<file path="src/logic/adc_ctl_pkg.sv">
// shared constants, register map and carrier types for the converter control block
package adc_ctl_pkg;

  localparam int          ADDR_W       = 8;
  localparam int          RES_W        = 10;
  localparam int          TRIG_N       = 17;

  // register byte offsets
  localparam logic [7:0]  OFF_CTRL0    = 8'h00;
  localparam logic [7:0]  OFF_TRIG     = 8'h04;
  localparam logic [7:0]  OFF_RES_HI   = 8'h08;
  localparam logic [7:0]  OFF_RES_LO   = 8'h0c;
  localparam logic [7:0]  OFF_INT_STAT = 8'h10;
  localparam logic [7:0]  OFF_INT_MASK = 8'h14;
  localparam logic [7:0]  OFF_STATE    = 8'h18;

  // converter_control_0 field positions
  localparam int          CTL_ON_BIT   = 0;
  localparam int          CTL_GO_BIT   = 1;
  localparam int          CTL_RC_BIT   = 2;

  // interrupt status / mask field positions
  localparam int          INT_DONE_BIT = 0;
  localparam int          INT_SLP_BIT  = 1;
  localparam int          INT_W        = 2;

  // reset values
  localparam logic [4:0]  TRIG_RST     = 5'h00;
  localparam logic [9:0]  RES_RST      = 10'h000;
  localparam logic [1:0]  INT_RST      = 2'h0;

  // axi response codes
  localparam logic [1:0]  RESP_OKAY    = 2'h0;
  localparam logic [1:0]  RESP_SLVERR  = 2'h2;

  // timing
  localparam int          CLK_NS       = 100;
  localparam int          INSTR_NS     = 400;
  localparam int          SAMPLE_NS    = 1000;
  localparam int          SETTLE_NS    = 400;
  localparam logic [7:0]  RC_DELAY_CYC = 8'((INSTR_NS + CLK_NS - 1) / CLK_NS);
  localparam logic [7:0]  SAMPLE_CYC   = 8'((SAMPLE_NS + CLK_NS - 1) / CLK_NS);
  localparam logic [7:0]  SETTLE_CYC   = 8'((SETTLE_NS + CLK_NS - 1) / CLK_NS);
  localparam logic [3:0]  MSB_IDX      = 4'(RES_W - 1);

  // drive towards the analog sample-and-hold and comparator dac
  typedef struct packed {
    logic             sample_en;
    logic [RES_W-1:0] code;
  } sar_drive_t;

  typedef struct packed {
    logic on;
    logic go;
    logic rc_sel;
  } ctrl_t;

endpackage

</file>
<file path="src/logic/sync_edge.sv">
// two-stage synchroniser with rising edge detection per bit
`timescale 1ns/1ps
`default_nettype none
module sync_edge #(
  parameter int W = 1
) (
  input  wire logic         aclk,
  input  wire logic         aresetn,
  input  wire logic [W-1:0] async_in,
  output logic      [W-1:0] level,
  output logic      [W-1:0] rise
);

  logic [W-1:0] meta_r;
  logic [W-1:0] sync_r;
  logic [W-1:0] prev_r;
  logic [W-1:0] rise_r;

  // first stage feeds only the second stage
  always_ff @(posedge aclk) begin
    if (!aresetn) begin
      meta_r <= '0;
      sync_r <= '0;
      prev_r <= '0;
      rise_r <= '0;
    end else begin
      meta_r <= async_in;
      sync_r <= meta_r;
      prev_r <= sync_r;
      rise_r <= sync_r & ~prev_r;
    end
  end

  assign level = prev_r;
  assign rise  = rise_r;

endmodule
`default_nettype wire

</file>
<file path="src/logic/sar_engine.sv">
// successive approximation sequencer: sample phase, bit trials, abort fill
`timescale 1ns/1ps
`default_nettype none
module sar_engine (
  input  wire logic                     aclk,
  input  wire logic                     aresetn,
  input  wire logic                     start,
  input  wire logic                     abort,
  input  wire logic                     cmp_high,
  output logic                          busy,
  output adc_ctl_pkg::sar_drive_t       drive,
  output logic                          res_valid,
  output logic [adc_ctl_pkg::RES_W-1:0] result,
  output logic                          done,
  output logic [3:0]                    bit_idx
);
  import adc_ctl_pkg::*;

  typedef enum logic [1:0] {S_IDLE, S_SAMPLE, S_TRIAL} sar_state_t;

  sar_state_t       state_r, state_nxt;
  logic [7:0]       cnt_r, cnt_nxt;
  logic [3:0]       idx_r, idx_nxt;
  logic [RES_W-1:0] code_r, code_nxt;
  logic             smp_r, smp_nxt;
  logic             rv_r, rv_nxt;
  logic             done_r, done_nxt;
  logic [RES_W-1:0] res_r, res_nxt;
  logic [RES_W-1:0] fill;
  logic [RES_W-1:0] kept;
  logic             last_bit;

  always_comb begin
    // unresolved bits copy the last resolved one
    last_bit = (idx_r == MSB_IDX) ? 1'b0 : code_r[idx_r + 4'd1]; // RULE7
    for (int i = 0; i < RES_W; i++) begin
      fill[i] = (4'(i) <= idx_r) ? last_bit : code_r[i]; // RULE7
    end
    kept         = code_r;
    kept[idx_r]  = cmp_high;
    state_nxt    = state_r;
    cnt_nxt      = cnt_r;
    idx_nxt      = idx_r;
    code_nxt     = code_r;
    smp_nxt      = smp_r;
    rv_nxt       = 1'b0;
    done_nxt     = 1'b0;
    res_nxt      = res_r;
    case (state_r)
      S_IDLE: begin
        if (start) begin
          state_nxt = S_SAMPLE;
          cnt_nxt   = SAMPLE_CYC - 8'd1;
          code_nxt  = '0;
          smp_nxt   = 1'b1;
        end
      end
      S_SAMPLE: begin
        if (abort) begin
          state_nxt = S_IDLE;
          smp_nxt   = 1'b0;
          res_nxt   = '0; // RULE6
          rv_nxt    = 1'b1;
        end else if (cnt_r == 8'd0) begin
          state_nxt = S_TRIAL;
          smp_nxt   = 1'b0;
          idx_nxt   = MSB_IDX;
          code_nxt  = RES_W'(1) << MSB_IDX;
          cnt_nxt   = SETTLE_CYC - 8'd1;
        end else begin
          cnt_nxt = cnt_r - 8'd1;
        end
      end
      S_TRIAL: begin
        if (abort) begin
          state_nxt = S_IDLE;
          res_nxt   = fill; // RULE6
          rv_nxt    = 1'b1;
        end else if (cnt_r == 8'd0) begin
          // keep the trial bit when the input sits above the dac level
          if (idx_r == 4'd0) begin
            state_nxt = S_IDLE;
            code_nxt  = kept;
            res_nxt   = kept; // RULE5
            rv_nxt    = 1'b1;
            done_nxt  = 1'b1;
          end else begin
            idx_nxt  = idx_r - 4'd1;
            code_nxt = kept | (RES_W'(1) << (idx_r - 4'd1)); // RULE5
            cnt_nxt  = SETTLE_CYC - 8'd1;
          end
        end else begin
          cnt_nxt = cnt_r - 8'd1;
        end
      end
      default: begin
        state_nxt = S_IDLE;
      end
    endcase
  end

  always_ff @(posedge aclk) begin
    if (!aresetn) begin
      state_r <= S_IDLE;
      cnt_r   <= 8'd0;
      idx_r   <= 4'd0;
      code_r  <= '0;
      smp_r   <= 1'b0;
      rv_r    <= 1'b0;
      done_r  <= 1'b0;
      res_r   <= '0;
    end else begin
      state_r <= state_nxt;
      cnt_r   <= cnt_nxt;
      idx_r   <= idx_nxt;
      code_r  <= code_nxt;
      smp_r   <= smp_nxt;
      rv_r    <= rv_nxt;
      done_r  <= done_nxt;
      res_r   <= res_nxt;
    end
  end

  assign busy            = (state_r != S_IDLE);
  assign drive.sample_en = smp_r;
  assign drive.code      = code_r;
  assign res_valid       = rv_r;
  assign result          = res_r;
  assign done            = done_r;
  assign bit_idx         = idx_r;

endmodule
`default_nettype wire

</file>
<file path="src/logic/adc_conversion_control.sv">
// converter sequencing top: axi4-lite registers, start/stop, sleep handling, triggers
//
// Contract
// RULE1 - software sets converter_on to enable the block; cleared means disabled
// RULE2 - writing one to convert_go starts a conversion; reads one while running
// RULE3 - software should not set convert_go in the write that turns converter_on
// RULE4 - on completion clear convert_go, set done flag, load result pair
// RULE5 - each conversion yields ten bits by successive approximation into the result pair
// RULE6 - clearing convert_go early stops conversion and stores the partial value
// RULE7 - after early stop, unresolved bits copy the last converted bit
// RULE8 - any reset restores all registers, converter off, conversion terminated
// RULE9 - conversion continues during sleep only with the dedicated rc clock selected
// RULE10 - with dedicated rc clock, start is delayed one extra instruction cycle
// RULE11 - completion during sleep with interrupt enabled raises a wake-up event
// RULE12 - completion during sleep with interrupt disabled powers converter down, on bit kept
// RULE13 - sleep without rc clock aborts conversion and powers down, on bit kept
// RULE14 - rising edge on selected trigger source sets convert_go in hardware
// RULE15 - trigger source chosen by five-bit trigger_select field, bits four to zero
// RULE16 - sources: timer overflows, period matches, comparators, logic cells, capture units
// RULE17 - trigger edges ignored while converter off or a conversion is running
// RULE18 - done flag stays set until software clears it; drives interrupt when enabled
//
// The register offsets and the AXI4-Lite slave port were decided locally.
`timescale 1ns/1ps
`default_nettype none
module adc_conversion_control (
  input  wire logic                           aclk,
  input  wire logic                           aresetn,
  input  wire logic [adc_ctl_pkg::ADDR_W-1:0] s_axi_awaddr,
  input  wire logic                           s_axi_awvalid,
  output logic                                s_axi_awready,
  input  wire logic [31:0]                    s_axi_wdata,
  input  wire logic [3:0]                     s_axi_wstrb,
  input  wire logic                           s_axi_wvalid,
  output logic                                s_axi_wready,
  output logic [1:0]                          s_axi_bresp,
  output logic                                s_axi_bvalid,
  input  wire logic                           s_axi_bready,
  input  wire logic [adc_ctl_pkg::ADDR_W-1:0] s_axi_araddr,
  input  wire logic                           s_axi_arvalid,
  output logic                                s_axi_arready,
  output logic [31:0]                         s_axi_rdata,
  output logic [1:0]                          s_axi_rresp,
  output logic                                s_axi_rvalid,
  input  wire logic                           s_axi_rready,
  input  wire logic [adc_ctl_pkg::TRIG_N-1:0] trig_src,
  input  wire logic                           cmp_in,
  input  wire logic                           sleep_in,
  output adc_ctl_pkg::sar_drive_t             analog_drive,
  output logic                                converter_powered,
  output logic                                wake_req,
  output logic                                irq
);
  import adc_ctl_pkg::*;

  // axi slave state
  logic        awready_r, awready_nxt;
  logic        wready_r, wready_nxt;
  logic        bvalid_r, bvalid_nxt;
  logic [1:0]  bresp_r, bresp_nxt;
  logic        arready_r, arready_nxt;
  logic        rvalid_r, rvalid_nxt;
  logic [1:0]  rresp_r, rresp_nxt;
  logic [31:0] rdata_r, rdata_nxt;
  logic        aw_have_r, aw_have_nxt;
  logic        w_have_r, w_have_nxt;
  logic [ADDR_W-1:0] awaddr_r, awaddr_nxt;
  logic [31:0] wdata_r, wdata_nxt;
  logic [3:0]  wstrb_r, wstrb_nxt;
  logic        wr_en;
  logic        wr_low;
  logic        wr_hit;

  // block state
  ctrl_t       ctl_r, ctl_nxt;
  logic [4:0]  trig_sel_r, trig_sel_nxt;
  logic [RES_W-1:0] res_r, res_nxt;
  logic [INT_W-1:0] stat_r, stat_nxt;
  logic [INT_W-1:0] mask_r, mask_nxt;
  logic [7:0]  dly_r, dly_nxt;
  logic        dly_act_r, dly_act_nxt;
  logic        pdn_r, pdn_nxt;
  logic        wake_r, wake_nxt;
  logic        irq_r, irq_nxt;
  logic        pwr_r, pwr_nxt;

  // helpers
  logic [TRIG_N-1:0] trig_rise;
  logic        cmp_level;
  logic        trig_hit;
  logic        sw_go_set;
  logic        sw_go_clr;
  logic        sw_off;
  logic        sleep_abort;
  logic        start_req;
  logic        eng_start;
  logic        eng_abort;
  logic        eng_busy;
  logic        eng_rv;
  logic        eng_done;
  logic [RES_W-1:0] eng_res;
  logic [3:0]  eng_idx;
  logic [INT_W-1:0] stat_set;
  logic [INT_W-1:0] stat_clr;

  sync_edge #(.W(TRIG_N)) u_trig_sync (
    .aclk     (aclk),
    .aresetn  (aresetn),
    .async_in (trig_src),
    .level    (),
    .rise     (trig_rise)
  );

  sync_edge #(.W(1)) u_cmp_sync (
    .aclk     (aclk),
    .aresetn  (aresetn),
    .async_in (cmp_in),
    .level    (cmp_level),
    .rise     ()
  );

  sar_engine u_sar (
    .aclk      (aclk),
    .aresetn   (aresetn),
    .start     (eng_start),
    .abort     (eng_abort),
    .cmp_high  (cmp_level),
    .busy      (eng_busy),
    .drive     (analog_drive),
    .res_valid (eng_rv),
    .result    (eng_res),
    .done      (eng_done),
    .bit_idx   (eng_idx)
  );

  // axi4-lite write and read channels
  always_comb begin
    aw_have_nxt = aw_have_r | (s_axi_awvalid & awready_r);
    w_have_nxt  = w_have_r | (s_axi_wvalid & wready_r);
    awaddr_nxt  = (s_axi_awvalid & awready_r) ? s_axi_awaddr : awaddr_r;
    wdata_nxt   = (s_axi_wvalid & wready_r) ? s_axi_wdata : wdata_r;
    wstrb_nxt   = (s_axi_wvalid & wready_r) ? s_axi_wstrb : wstrb_r;
    bvalid_nxt  = bvalid_r & ~s_axi_bready;
    bresp_nxt   = bresp_r;
    wr_en       = aw_have_r & w_have_r & ~bvalid_r;
    wr_low      = wr_en & wstrb_r[0];
    wr_hit      = (awaddr_r == OFF_CTRL0) || (awaddr_r == OFF_TRIG) || (awaddr_r == OFF_INT_STAT) ||
                  (awaddr_r == OFF_INT_MASK) || (awaddr_r == OFF_RES_HI) || (awaddr_r == OFF_RES_LO) ||
                  (awaddr_r == OFF_STATE);
    if (wr_en) begin
      aw_have_nxt = 1'b0;
      w_have_nxt  = 1'b0;
      bvalid_nxt  = 1'b1;
      bresp_nxt   = wr_hit ? RESP_OKAY : RESP_SLVERR;
    end
    awready_nxt = ~aw_have_nxt & ~bvalid_nxt & ~wr_en;
    wready_nxt  = ~w_have_nxt & ~bvalid_nxt & ~wr_en;
    rvalid_nxt  = rvalid_r & ~s_axi_rready;
    rresp_nxt   = rresp_r;
    rdata_nxt   = rdata_r;
    if (s_axi_arvalid & arready_r) begin
      rvalid_nxt = 1'b1;
      rresp_nxt  = RESP_OKAY;
      case (s_axi_araddr)
        OFF_CTRL0:    rdata_nxt = {29'h0, ctl_r.rc_sel, ctl_r.go, ctl_r.on}; // RULE2
        OFF_TRIG:     rdata_nxt = {27'h0, trig_sel_r};
        OFF_RES_HI:   rdata_nxt = {30'h0, res_r[9:8]};
        OFF_RES_LO:   rdata_nxt = {24'h0, res_r[7:0]};
        OFF_INT_STAT: rdata_nxt = {30'h0, stat_r};
        OFF_INT_MASK: rdata_nxt = {30'h0, mask_r};
        OFF_STATE:    rdata_nxt = {24'h0, eng_busy, dly_act_r, pdn_r, pwr_r, eng_idx};
        default: begin
          rdata_nxt = 32'h0;
          rresp_nxt = RESP_SLVERR;
        end
      endcase
    end
    arready_nxt = ~rvalid_nxt;
  end

  always_ff @(posedge aclk) begin
    if (!aresetn) begin
      awready_r <= 1'b0;
      wready_r  <= 1'b0;
      bvalid_r  <= 1'b0;
      bresp_r   <= RESP_OKAY;
      arready_r <= 1'b0;
      rvalid_r  <= 1'b0;
      rresp_r   <= RESP_OKAY;
      rdata_r   <= 32'h0;
      aw_have_r <= 1'b0;
      w_have_r  <= 1'b0;
      awaddr_r  <= '0;
      wdata_r   <= 32'h0;
      wstrb_r   <= 4'h0;
    end else begin
      awready_r <= awready_nxt;
      wready_r  <= wready_nxt;
      bvalid_r  <= bvalid_nxt;
      bresp_r   <= bresp_nxt;
      arready_r <= arready_nxt;
      rvalid_r  <= rvalid_nxt;
      rresp_r   <= rresp_nxt;
      rdata_r   <= rdata_nxt;
      aw_have_r <= aw_have_nxt;
      w_have_r  <= w_have_nxt;
      awaddr_r  <= awaddr_nxt;
      wdata_r   <= wdata_nxt;
      wstrb_r   <= wstrb_nxt;
    end
  end

  // conversion control
  always_comb begin
    trig_hit = 1'b0;
    if ((trig_sel_r != 5'h00) && (trig_sel_r <= 5'(TRIG_N))) begin
      trig_hit = trig_rise[trig_sel_r - 5'd1]; // RULE15 RULE16
    end
    // go set in the write that also turns the block on is not honoured
    sw_go_set   = wr_low && (awaddr_r == OFF_CTRL0) && wdata_r[CTL_GO_BIT] && ctl_r.on; // RULE3
    sw_go_clr   = wr_low && (awaddr_r == OFF_CTRL0) && !wdata_r[CTL_GO_BIT];
    sw_off      = wr_low && (awaddr_r == OFF_CTRL0) && !wdata_r[CTL_ON_BIT];
    sleep_abort = sleep_in && !ctl_r.rc_sel; // RULE9 RULE13
    start_req   = !ctl_r.go && ctl_r.on && !sleep_abort && (sw_go_set || trig_hit); // RULE1 RULE14 RULE17
    ctl_nxt     = ctl_r;
    dly_nxt     = dly_r;
    dly_act_nxt = dly_act_r;
    eng_start   = 1'b0;
    eng_abort   = 1'b0;
    if (wr_low && (awaddr_r == OFF_CTRL0)) begin
      ctl_nxt.on     = wdata_r[CTL_ON_BIT]; // RULE1
      ctl_nxt.rc_sel = wdata_r[CTL_RC_BIT];
    end
    if (ctl_r.go && (sw_go_clr || sw_off || sleep_abort)) begin
      ctl_nxt.go  = 1'b0; // RULE6 RULE13
      eng_abort   = eng_busy;
      dly_act_nxt = 1'b0;
    end else if (ctl_r.go && eng_done) begin
      ctl_nxt.go = 1'b0; // RULE4
    end else if (start_req) begin
      ctl_nxt.go = 1'b1; // RULE2 RULE14
      if (ctl_r.rc_sel) begin
        dly_act_nxt = 1'b1; // RULE10
        dly_nxt     = RC_DELAY_CYC - 8'd1;
      end else begin
        eng_start = 1'b1;
      end
    end else if (dly_act_r) begin
      if (dly_r == 8'd0) begin
        dly_act_nxt = 1'b0;
        eng_start   = 1'b1; // RULE10
      end else begin
        dly_nxt = dly_r - 8'd1;
      end
    end
    trig_sel_nxt = (wr_low && (awaddr_r == OFF_TRIG)) ? wdata_r[4:0] : trig_sel_r; // RULE15
    mask_nxt     = (wr_low && (awaddr_r == OFF_INT_MASK)) ? wdata_r[INT_W-1:0] : mask_r;
    res_nxt      = eng_rv ? eng_res : res_r; // RULE4 RULE6
    stat_set     = '0;
    stat_set[INT_DONE_BIT] = eng_done; // RULE4
    stat_set[INT_SLP_BIT]  = ctl_r.go && sleep_abort;
    stat_clr     = (wr_low && (awaddr_r == OFF_INT_STAT)) ? wdata_r[INT_W-1:0] : '0;
    // a new event beats a simultaneous write-one-to-clear
    stat_nxt     = (stat_r & ~stat_clr) | stat_set; // RULE18
    irq_nxt      = |(stat_nxt & mask_nxt); // RULE18
    wake_nxt     = eng_done && sleep_in && mask_r[INT_DONE_BIT]; // RULE11
    // power-down lasts until sleep ends; converter_on itself is untouched
    pdn_nxt      = sleep_in && (pdn_r || !ctl_r.rc_sel || (eng_done && !mask_r[INT_DONE_BIT])); // RULE12 RULE13
    pwr_nxt      = ctl_nxt.on && !pdn_nxt; // RULE1
  end

  always_ff @(posedge aclk) begin
    if (!aresetn) begin
      ctl_r      <= '0; // RULE8
      trig_sel_r <= TRIG_RST;
      res_r      <= RES_RST;
      stat_r     <= INT_RST;
      mask_r     <= INT_RST;
      dly_r      <= 8'd0;
      dly_act_r  <= 1'b0;
      pdn_r      <= 1'b0;
      wake_r     <= 1'b0;
      irq_r      <= 1'b0;
      pwr_r      <= 1'b0;
    end else begin
      ctl_r      <= ctl_nxt;
      trig_sel_r <= trig_sel_nxt;
      res_r      <= res_nxt;
      stat_r     <= stat_nxt;
      mask_r     <= mask_nxt;
      dly_r      <= dly_nxt;
      dly_act_r  <= dly_act_nxt;
      pdn_r      <= pdn_nxt;
      wake_r     <= wake_nxt;
      irq_r      <= irq_nxt;
      pwr_r      <= pwr_nxt;
    end
  end

  assign s_axi_awready     = awready_r;
  assign s_axi_wready      = wready_r;
  assign s_axi_bvalid      = bvalid_r;
  assign s_axi_bresp       = bresp_r;
  assign s_axi_arready     = arready_r;
  assign s_axi_rvalid      = rvalid_r;
  assign s_axi_rresp       = rresp_r;
  assign s_axi_rdata       = rdata_r;
  assign converter_powered = pwr_r;
  assign wake_req          = wake_r;
  assign irq               = irq_r;

endmodule
`default_nettype wire

</file>
<file path="config.mk">
export PLATFORM = sky130hd
export DESIGN_NAME = adc_conversion_control
export DESIGN_NICKNAME = d
export VERILOG_FILES = /design/src/logic/adc_ctl_pkg.sv /design/src/logic/sync_edge.sv /design/src/logic/sar_engine.sv /design/src/logic/adc_conversion_control.sv
export SDC_FILE = /design/constraint.sdc
export NUM_CORES = 1
export LEC_CHECK = 0
export ABC_AREA = 1
export BUFFER_PORTS_ARGS = -buffer_cell sky130_fd_sc_hd__buf_4
export CAP_MARGIN = 5
export CORE_UTILIZATION = 50
export DETAILED_ROUTE_END_ITERATION = 16
export PLACE_DENSITY = 0.72
export SETUP_SLACK_MARGIN = 0.3
export SLEW_MARGIN = 20
export SYNTH_ARGS = -nofsm -noshare
export SYNTH_HDL_FRONTEND = slang
export SYNTH_HIERARCHICAL = 1
export SYNTH_SLANG_ARGS = --single-unit
</file>
<file path="constraint.sdc">
create_clock -name aclk -period 5.45 [get_ports aclk]
set_input_delay 0.545 -clock aclk [delete_from_list [all_inputs] [get_ports aclk]]
set_output_delay 0.545 -clock aclk [all_outputs]
set_load 0.03 [all_outputs]
</file>
==> reports/qor.yml, run 1 <==
status: "finished clean"
vias: 6684
routed_wirelength_mm: 16.7
clk_latency_ns: 0.43
area_growth_pct: 15.2
place_ws_ns: 2.00
first_iter_violations: 465
cpPeakStageDelay_ns: 0.57
htreeDepth: 4
tightest_slew_ns: 0.797
firstDrtPassIters: 7
cp-end-kind: "flip-flop"
tns_ns: 0
ys_warn_count: 6
timing.hold.ws_ns: 0.287
dp_hpwl_mm: 11.7
gr-total-overflow: 0
path_cells: "inv_2, ha_1, inv_1, nand3_1, nand3_1, nand2_1, nand2_1, nand2_1, nand3_1, nand2_2, nand2_2, nand3_1, a21boi_0, nor2_1, a21oi_4, o21ai_4, inv_4, nand3_4, inv_2, nand2_1, a21oi_1"
dp.cells: 1340
slew_violations: 0
setup_viol: 0
cp-start-kind: "flip-flop"
avgSynthCellArea_um2: 7.41
wl_met3_mm: 1.03
top_layer: "met4"
path_buf_inv: 4
post-route-drc-count: 0
cts.sink_count: 174
fin_cells: 1372
cts_root_buffer: "clkbuf_16"
ctsResizeCount: 0
cpLargestDelayFamily: "simple AND/OR/NAND/NOR gates"
coreArea_um2: 15400
postCtsHoldBufs: 0
maxSlewHeadroom: 0.468
wl_met2_mm: 7.62
rsz0062_at_grt: "no"
clk_pin_slew_worst_paths_ns: 0.07
period_share: 0.633
clock.fmax_ghz: 0.290
synthesis.instances: 1079
final_core_util: 0.597
grtUsageTotal: 0.212
fin_skew_ns: 0.00949
fin_crit_ns: 3.45
antenna_cells: 0
cap_violations: 0
io_pins: 133
port_buffers: 76
start_util: 0.518
post_drt_wl_per_cell_um: 12.1
p_per_area_nw_per_um2: 386
clk_path_buf_depth: 2
post_cts_buffers: 0
cts_tree: "yes"
std_cell_rows: 45
peakVddDrop_mv: 0.275
cts_made_buffers: 17
grt_max_degree: 56
worstPathArrival_ns: 3.80
critical_path_required_ns: 5.80
hold_violations: 0
grt_pass1_wl_mm: 27.8
die_h_um: 128
die_area_um2: 16500
postLayoutCellArea_um2: 9210
slowest_stage: "dfxtp_1"
ant_nets: 0
via_per_inst: 4.87
holdCritPathClass: "in -> reg"
p_leak_nw: 4.40
drt-met1-wl_mm: 7.82
syn_area_um2: 8000
path_max_fanout: 14
antenna_found_initial: 0
place_congestion: 0.891
dpl-instance-area_um2: 8570
finalPower_mw: 3.55
fin_ws_ns: 2.00
grt_pass1_vias: 5869
drive_above_1_share: 0.166
die-width_um: 128
worstSetupPathType: "reg -> reg"
nets: 1242
==> sequential cells by signal (all words and copies together), names as in the netlist, 2 cells and up <==
signal / cells
wdata_r: 5
u_trig_sync/meta_r: 17
u_trig_sync/sync_r: 17
u_trig_sync/level: 17
u_sar/bit_idx: 4
res_r: 10
u_sar/code_r: 10
trig_sel_r: 5
s_axi_rdata: 8
awaddr_r: 8
u_sar/cnt_r: 8
stat_r: 2
dly_r: 8
u_sar/result: 10
ctl_r: 3
u_trig_sync/rise: 17
u_sar/state_r: 2
mask_r: 2
==> power breakdown <==
part	switching [mW]	internal [mW]
Clock	0.567	0.709
Sequential	0.0661	1.35
Combinational	0.601	0.263
==> cell type report <==
type | count | area [um2]
Fill cell | 1410 | 6220
Multi-Input combinational cell | 713 | 3610
Sequential cell | 174 | 3480
Inverter | 164 | 621
Timing Repair Buffer | 78 | 586
Clock buffer | 17 | 425
Tap cell | 211 | 264
Clock inverter | 15 | 216
==> tightest hold or removal path, stage by stage <==
cell and delay (ns):
buf_4 0.07, nand2_1 0.04, inv_1 0.04
==> path summary, 6_finish.rpt <==
| kind | start | endpoint | slack (ns) | cells past startpoint |
|---|---|---|---|---|
| setup / recovery | trig_sel_r[0] | u_sar/code_r[4] | 2.00 | 21 |
| hold / removal | trig_src[4] | u_trig_sync/meta_r[4] | 0.29 | 3 |
| setup reg to reg | trig_sel_r[0] | u_sar/code_r[4] | 2.00 | 21 |
| hold reg to reg | u_trig_sync/level[13] | u_trig_sync/rise[13] | 0.39 | 1 |
==> cell usage in the layout (no fill, tap or decap), types with 22 or more instances in the layout <==
| master | n |
|---|---|
| nand3_1 | 52 |
| a21oi_1 | 75 |
| dfxtp_1 | 174 |
| nor2_2 | 22 |
| o21ai_0 | 68 |
| nand2_2 | 26 |
| buf_4 | 78 |
| nand2_1 | 222 |
| nor2_1 | 113 |
| inv_1 | 150 |
| conb_1 | 26 |
==> layer usage <==
layer,up-vias,global-route usage
li1,3501,-
met1,2964,0.280
met2,206,0.344
met3,13,0.0407
met4,0,0.0782
met5,-,0
Power figures use the tool's default switching activity.
==> run 2, diff against run 1 <==
--- a/config.mk
+++ b/config.mk
@@ -5,7 +5,7 @@
 export SDC_FILE = /design/constraint.sdc
 export NUM_CORES = 1
 export LEC_CHECK = 0
-export ABC_AREA = 1
+export ABC_AREA = 0
 export BUFFER_PORTS_ARGS = -buffer_cell sky130_fd_sc_hd__buf_4
 export CAP_MARGIN = 5
 export CORE_UTILIZATION = 50
==> constraint.sdc (replaced) <==
create_clock -name aclk -period 3.23 [get_ports aclk]
set_input_delay 0.323 -clock aclk [delete_from_list [all_inputs] [get_ports aclk]]
set_output_delay 0.323 -clock aclk [all_outputs]
set_load 0.03 [all_outputs]
==> reports/qor.yml, run 2 <==
dp.cells: 1152  # was 1340
dp_hpwl_mm: 12.0  # was 11.7 mm
synthesis.instances: 883  # was 1079
port_buffers: 76  # unchanged
die_h_um: 129  # was 128 um
violations: "negative setup slack"
clock.fmax_ghz: 0.307  # was 0.290 GHz
slew_violations: 0  # unchanged
cts.sink_count: 174  # unchanged
ys_warn_count: 6  # unchanged
via_per_inst: 5.42  # was 4.87
rsz0062_at_grt: "yes"  # was no
p_per_area_nw_per_um2: 516  # was 386 nW/um2
whs_endpoint: "u_trig_sync/meta_r[13]"  # was u_trig_sync/meta_r[4]
grt_pass1_wl_mm: 28.7  # was 27.8 mm
firstDrtPassIters: 5  # was 7
status: "finished with violations"  # was finished clean
first_iter_violations: 478  # was 465
r2r_start: "trig_sel_r[0]"  # unchanged
peakVddDrop_mv: 0.407  # was 0.275 mV
cts_root_buffer: "clkbuf_16"  # unchanged
dpl-instance-area_um2: 8850  # was 8570 um2
gr-total-overflow: 0  # unchanged
cp-end-kind: "flip-flop"  # unchanged
critical_path_required_ns: 3.56  # was 5.80 ns
cp_common_cell: "o311ai_4"
antenna_cells: 0  # unchanged
cp-start-kind: "flip-flop"  # unchanged
min_path_cells: 2  # was 3
fin_crit_ns: 3.25  # was 3.45 ns
clk_path_buf_depth: 2  # unchanged
maxSlewHeadroom: 0.513  # was 0.468
io_pins: 133  # unchanged
grt_pass1_vias: 5932  # was 5869
r2r_setup_slack_ns: -0.02  # was 2.00 ns
holdCritPathClass: "in -> reg"  # unchanged
slowest_stage: "dfxtp_4"  # was dfxtp_1
worstSetupPathType: "reg -> reg"  # unchanged
cts_tree: "yes"  # unchanged
period_share: 1.01  # was 0.633
cts_made_buffers: 17  # unchanged
grt.busiest_layer: "met2"  # unchanged
die_area_um2: 16600  # was 16500 um2
drive_above_1_share: 0.230  # was 0.166
syn_area_um2: 8030  # was 8000 um2
routed_wirelength_mm: 17.4  # was 16.7 mm
avgSynthCellArea_um2: 9.09  # was 7.41 um2
setup_viol: 1  # was 0
ant_nets: 0  # unchanged
htreeDepth: 4  # unchanged
post-route-drc-count: 0  # unchanged
reg2reg_to: "u_sar/code_r[0]"  # was u_sar/code_r[4]
fin_ws_ns: -0.0233  # was 2.00 ns
post_drt_wl_per_cell_um: 14.6  # was 12.1 um
clk_pin_slew_worst_paths_ns: 0.07  # about the same
grtUsageTotal: 0.219  # was 0.212
cpLargestDelayFamily: "compound AO/OA/AOI/OAI gates"  # was simple AND/OR/NAND/NOR gates
postLayoutCellArea_um2: 9680  # was 9210 um2
hold_violations: 0  # unchanged
vias: 6455  # was 6684
grt_max_degree: 67  # was 56
cpPeakStageDelay_ns: 0.39  # was 0.57 ns
timing.hold.ws_ns: 0.0900  # was 0.287 ns
area_growth_pct: 20.5  # was 15.2%
reg2regPathDepth: 15  # was 21
worstPathArrival_ns: 3.58  # was 3.80 ns
place_ws_ns: 0.0508  # was 2.00 ns
coreArea_um2: 15400  # unchanged
tightest_slew_ns: 0.726  # was 0.797 ns
std_cell_rows: 45  # unchanged
grt_util_met3: 0.0570  # was 0.0407
fin_skew_ns: 0.0110  # was 0.00949 ns
final_common_cell: "dfxtp_1"  # was nand2_1
path_buf_inv: 2  # was 4
nets: 1060  # was 1242
final_cell_mix: "172 x dfxtp_1, 108 x buf_4, 87 x nor2_1, 71 x nand2_1"  # was 222 x nand2_1, 174 x dfxtp_1, 150 x inv_1, 113 x nor2_1, 78 x buf_4
use_met1: 0.301  # was 0.280
antenna_found_initial: 0  # unchanged
clk_latency_ns: 0.43  # about the same
path_cells: "inv_4, ha_4, mux4_2, a221oi_2, a311oi_2, o311ai_4, buf_4, a21oi_2, a41oi_2, nor2_2, nand2b_4, o311ai_4, o21bai_4, nor2_1, o221a_4"  # was inv_2, ha_1, inv_1, nand3_1, nand3_1, nand2_1, nand2_1, nand2_1, nand3_1, nand2_2, nand2_2, nand3_1, a21boi_0, nor2_1, a21oi_4, o21ai_4, inv_4, nand3_4, inv_2, nand2_1, a21oi_1
grt_use_met2: 0.332  # was 0.344
final_core_util: 0.627  # was 0.597
start_util: 0.520  # was 0.518
cap_violations: 0  # unchanged
die-width_um: 129  # was 128 um
place_congestion: 0.888  # was 0.891
fin_cells: 1190  # was 1372
p_leak_nw: 3.94  # was 4.40 nW
hold_start: "trig_src[13]"  # was trig_src[4]
postCtsHoldBufs: 0  # unchanged
path_max_fanout: 7  # was 14
-- run 2: worst reg2reg max path, stage by stage (launching register included) --
cell and delay (ns):
dfxtp_4 0.39, inv_4 0.04, ha_4 0.27, mux4_2 0.31
a221oi_2 0.31, a311oi_2 0.11, o311ai_4 0.37, buf_4 0.18
a21oi_2 0.05, a41oi_2 0.17, nor2_2 0.07, nand2b_4 0.16
o311ai_4 0.11, o21bai_4 0.26, nor2_1 0.10, o221a_4 0.26
-- run 2: worst max path at each step --
stage,start,end,cells after the start
after floorplan,trig_sel_r[0],u_sar/cnt_r[3],16
after global placement,trig_sel_r[0],u_sar/cnt_r[3],15
after detailed placement,trig_sel_r[0],u_sar/cnt_r[3],17
after CTS,trig_sel_r[0],u_sar/cnt_r[3],15
after global routing,trig_sel_r[0],u_sar/code_r[7],16
final,trig_sel_r[0],u_sar/code_r[0],15
-- run 2: repair_timing --
action,CTS,global route
hold endpoints to repair,0,0
gates cloned,0,1
pin swaps,4,23
setup endpoints to repair,21,27
setup buffers,1,4
gates resized for setup,11,33
-- run 2: final cells by class --
class	count	area (um2)
timing repair buffer	116	895
clock inverter	14	166
inverter	22	85.1
multi-input combinational	635	4350
clock buffer	18	429
sequential	174	3490
tap	211	264
fill	1330	5750
-- run 2: per-layer routing --
layer | part of all wire | up-vias
met3 | 0.062 | 29
met2 | 0.44 | 218
li1 | - | 3230
met4 | 0.019 | 0
met5 | 0 | -
met1 | 0.48 | 2978
-- run 2: metrics by stage --
| step | power (mW) | setup TNS [ns] |
|---|---|---|
| after floorplan | 2.87 | 0 |
| after CTS | 5.01 | 0 |
| after global routing | 5.22 | -2.36 |
| final | 4.99 | -0.0233 |
| after detailed placement | 3.00 | 0 |
| after global placement | 2.99 | 0 |
-- run 2: where the power goes --
group | internal (mW) | switching (mW) | total [mW]
registers | 2.22 | 0.0533 | 2.27
clock network | 1.05 | 0.957 | 2.00
logic | 0.262 | 0.454 | 0.716
==> run 3, diff against run 2 <==
--- a/config.mk
+++ b/config.mk
@@ -6,11 +6,11 @@
 export NUM_CORES = 1
 export LEC_CHECK = 0
 export ABC_AREA = 0
-export BUFFER_PORTS_ARGS = -buffer_cell sky130_fd_sc_hd__buf_4
 export CAP_MARGIN = 5
 export CORE_UTILIZATION = 50
+export CTS_BUF_LIST = sky130_fd_sc_hd__clkbuf_16
 export DETAILED_ROUTE_END_ITERATION = 16
-export PLACE_DENSITY = 0.72
+export DONT_BUFFER_PORTS = 1
 export SETUP_SLACK_MARGIN = 0.3
 export SLEW_MARGIN = 20
 export SYNTH_ARGS = -nofsm -noshare
==> reports/qor.yml, run 3 (synthesized netlist as in run 2, its figures left out) <==
status: "finished clean"  # was finished with violations
start_util: 0.520  # unchanged
first_iter_violations: 350  # was 478
period_share: 0.973  # was 1.01
tns_ns: 0  # was -0.0233 ns
drive_above_1_share: 0.168  # was 0.230
cp-end-kind: "flip-flop"  # unchanged
std_cell_rows: 45  # unchanged
postLayoutCellArea_um2: 9320  # was 9680 um2
grt.busiest_layer: "met2"  # unchanged
ant_nets: 0  # unchanged
grt_use_met2: 0.356  # was 0.332
place_ws_ns: -0.0556  # was 0.0508 ns
routed_wirelength_mm: 18.3  # was 17.4 mm
coreArea_um2: 15400  # unchanged
fillCellCount: 1367  # was 1330
min_path_cells: 1  # was 2
grt_util_met3: 0.0499  # was 0.0570
rsz0062_at_grt: "yes"  # unchanged
area_growth_pct: 16.0  # was 20.5%
multi_input_area_um2: 4350  # about the same
post_drt_wl_per_cell_um: 16.1  # was 14.6 um
dpl-instance-area_um2: 8350  # was 8850 um2
cts_made_buffers: 17  # unchanged
fin_skew_ns: 0.0100  # was 0.0110 ns
p_per_area_nw_per_um2: 529  # was 516 nW/um2
clock.fmax_ghz: 0.318  # was 0.307 GHz
slew_violations: 0  # unchanged
p_leak_nw: 3.67  # was 3.94 nW
firstDrtPassIters: 7  # was 5
path_max_fanout: 11  # was 7
clk_path_buf_depth: 2  # unchanged
hold_start: "aresetn"  # was trig_src[13]
final_common_cell: "dfxtp_1"  # unchanged
r2r_start: "trig_sel_r[0]"  # unchanged
antenna_cells: 0  # unchanged
reg2reg_to: "u_sar/cnt_r[3]"  # was u_sar/code_r[0]
clk_latency_ns: 0.43  # about the same
place_congestion: 0.891  # was 0.888
cts_root_buffer: "clkbuf_16"  # unchanged
worstSetupPathType: "reg -> reg"  # unchanged
die_h_um: 129  # unchanged
seq_area_um2: 3490  # about the same
setup_viol: 0  # was 1
final_core_util: 0.604  # was 0.627
fin_ws_ns: 0.0862  # was -0.0233 ns
clk_pin_slew_worst_paths_ns: 0.07  # about the same
hold_violations: 0  # unchanged
die-width_um: 129  # unchanged
htreeDepth: 4  # unchanged
holdCritPathClass: "in -> reg"  # unchanged
cts.sink_count: 174  # unchanged
io_pins: 133  # unchanged
reg2regPathDepth: 15  # unchanged
cts_tree: "yes"  # unchanged
nets: 1011  # was 1060
grt_pass1_vias: 5920  # was 5932
worstPathArrival_ns: 3.44  # was 3.58 ns
cap_violations: 0  # unchanged
use_met1: 0.315  # was 0.301
whs_endpoint: "u_trig_sync/meta_r[12]"  # was u_trig_sync/meta_r[13]
vias: 6389  # was 6455
r2r_setup_slack_ns: 0.09  # was -0.02 ns
via_per_inst: 5.60  # was 5.42
dp_hpwl_mm: 13.0  # was 12.0 mm
critical_path_required_ns: 3.53  # was 3.56 ns
port_buffers: 0  # was 76
tightest_slew_ns: 0.784  # was 0.726 ns
timing.hold.ws_ns: 0.0187  # was 0.0900 ns
peakVddDrop_mv: 0.408  # was 0.407 mV
grt_pass1_wl_mm: 29.8  # was 28.7 mm
fin_crit_ns: 3.14  # was 3.25 ns
antenna_found_initial: 0  # unchanged
maxSlewHeadroom: 0.477  # was 0.513
grtUsageTotal: 0.230  # was 0.219
gr-total-overflow: 0  # unchanged
final_cell_mix: "173 x dfxtp_1, 88 x nor2_1, 73 x nand2_1, 55 x a21oi_1, 53 x and2_1"  # was 172 x dfxtp_1, 108 x buf_4, 87 x nor2_1, 71 x nand2_1
cp-start-kind: "flip-flop"  # unchanged
grt_max_degree: 103  # was 67
post-route-drc-count: 0  # unchanged
die_area_um2: 16600  # unchanged
run 3: per-stage QoR:
step	power, mW	std cells
6_report	4.93	1140
5_1_grt	5.15	1140
4_1_cts	4.95	1135
3_5_place_dp	2.94	1086
3_3_place_gp	2.93	1086
2_1_floorplan	2.87	908
run 3: power breakdown:
group | total (mW) | internal, mW | switching (mW)
registers | 2.29 | 2.22 | 0.0734
clock network | 2.00 | 1.09 | 0.909
logic | 0.639 | 0.224 | 0.415
total | 4.93 | 3.53 | 1.40
run 3: worst max-delay path by stage:
stage,end,slack [ns],from
after floorplan,u_sar/cnt_r[3],0.12,trig_sel_r[0]
after global placement,u_sar/code_r[6],-0.08,trig_sel_r[0]
after detailed placement,u_sar/code_r[6],-0.06,trig_sel_r[0]
after CTS,u_sar/code_r[5],-0.007,trig_sel_r[0]
after global routing,u_sar/cnt_r[7],-0.09,trig_sel_r[0]
final,u_sar/cnt_r[3],0.09,trig_sel_r[0]
run 3: final cells by class:
| type | count | area share |
|---|---|---|
| inverters | 22 | 0.00913 |
| clock inverters | 14 | 0.0168 |
| clock buffers | 17 | 0.0457 |
| multi-input cells | 635 | 0.467 |
| repair buffers | 67 | 0.0591 |
| well taps | 211 | 0.0283 |
| flip-flops and latches | 174 | 0.374 |
run 3: repair_timing:
| action | in CTS | in global routing |
|---|---|---|
| setup endpoints to repair | 25 | 28 |
| setup buffers | 6 | 4 |
| resized for setup | 8 | 28 |
| endpoints found under the hold margin | 11 | 1 |
| pin swaps | 3 | 13 |
| hold buffers | 12 | 1 |
run 3: metal layers:
metal / share of wire / routed length (um)
met2: 0.45 / 8170
met5: 0 / 0
met3: 0.055 / 1010
met1: 0.48 / 8840
met4: 0.015 / 282
run 3: critical path, cell delays in order (launching register included):
cell and delay [ns]:
dfxtp_4 0.38, inv_4 0.04, ha_4 0.28, mux4_2 0.32, a221oi_2 0.29, a311oi_2 0.09
o311ai_4 0.32, a41oi_2 0.18, nor2_2 0.17, nand2b_4 0.16, o311ai_4 0.12, a31oi_1 0.18
buf_4 0.20, o21ai_1 0.07, a22oi_1 0.16, nor2_1 0.05
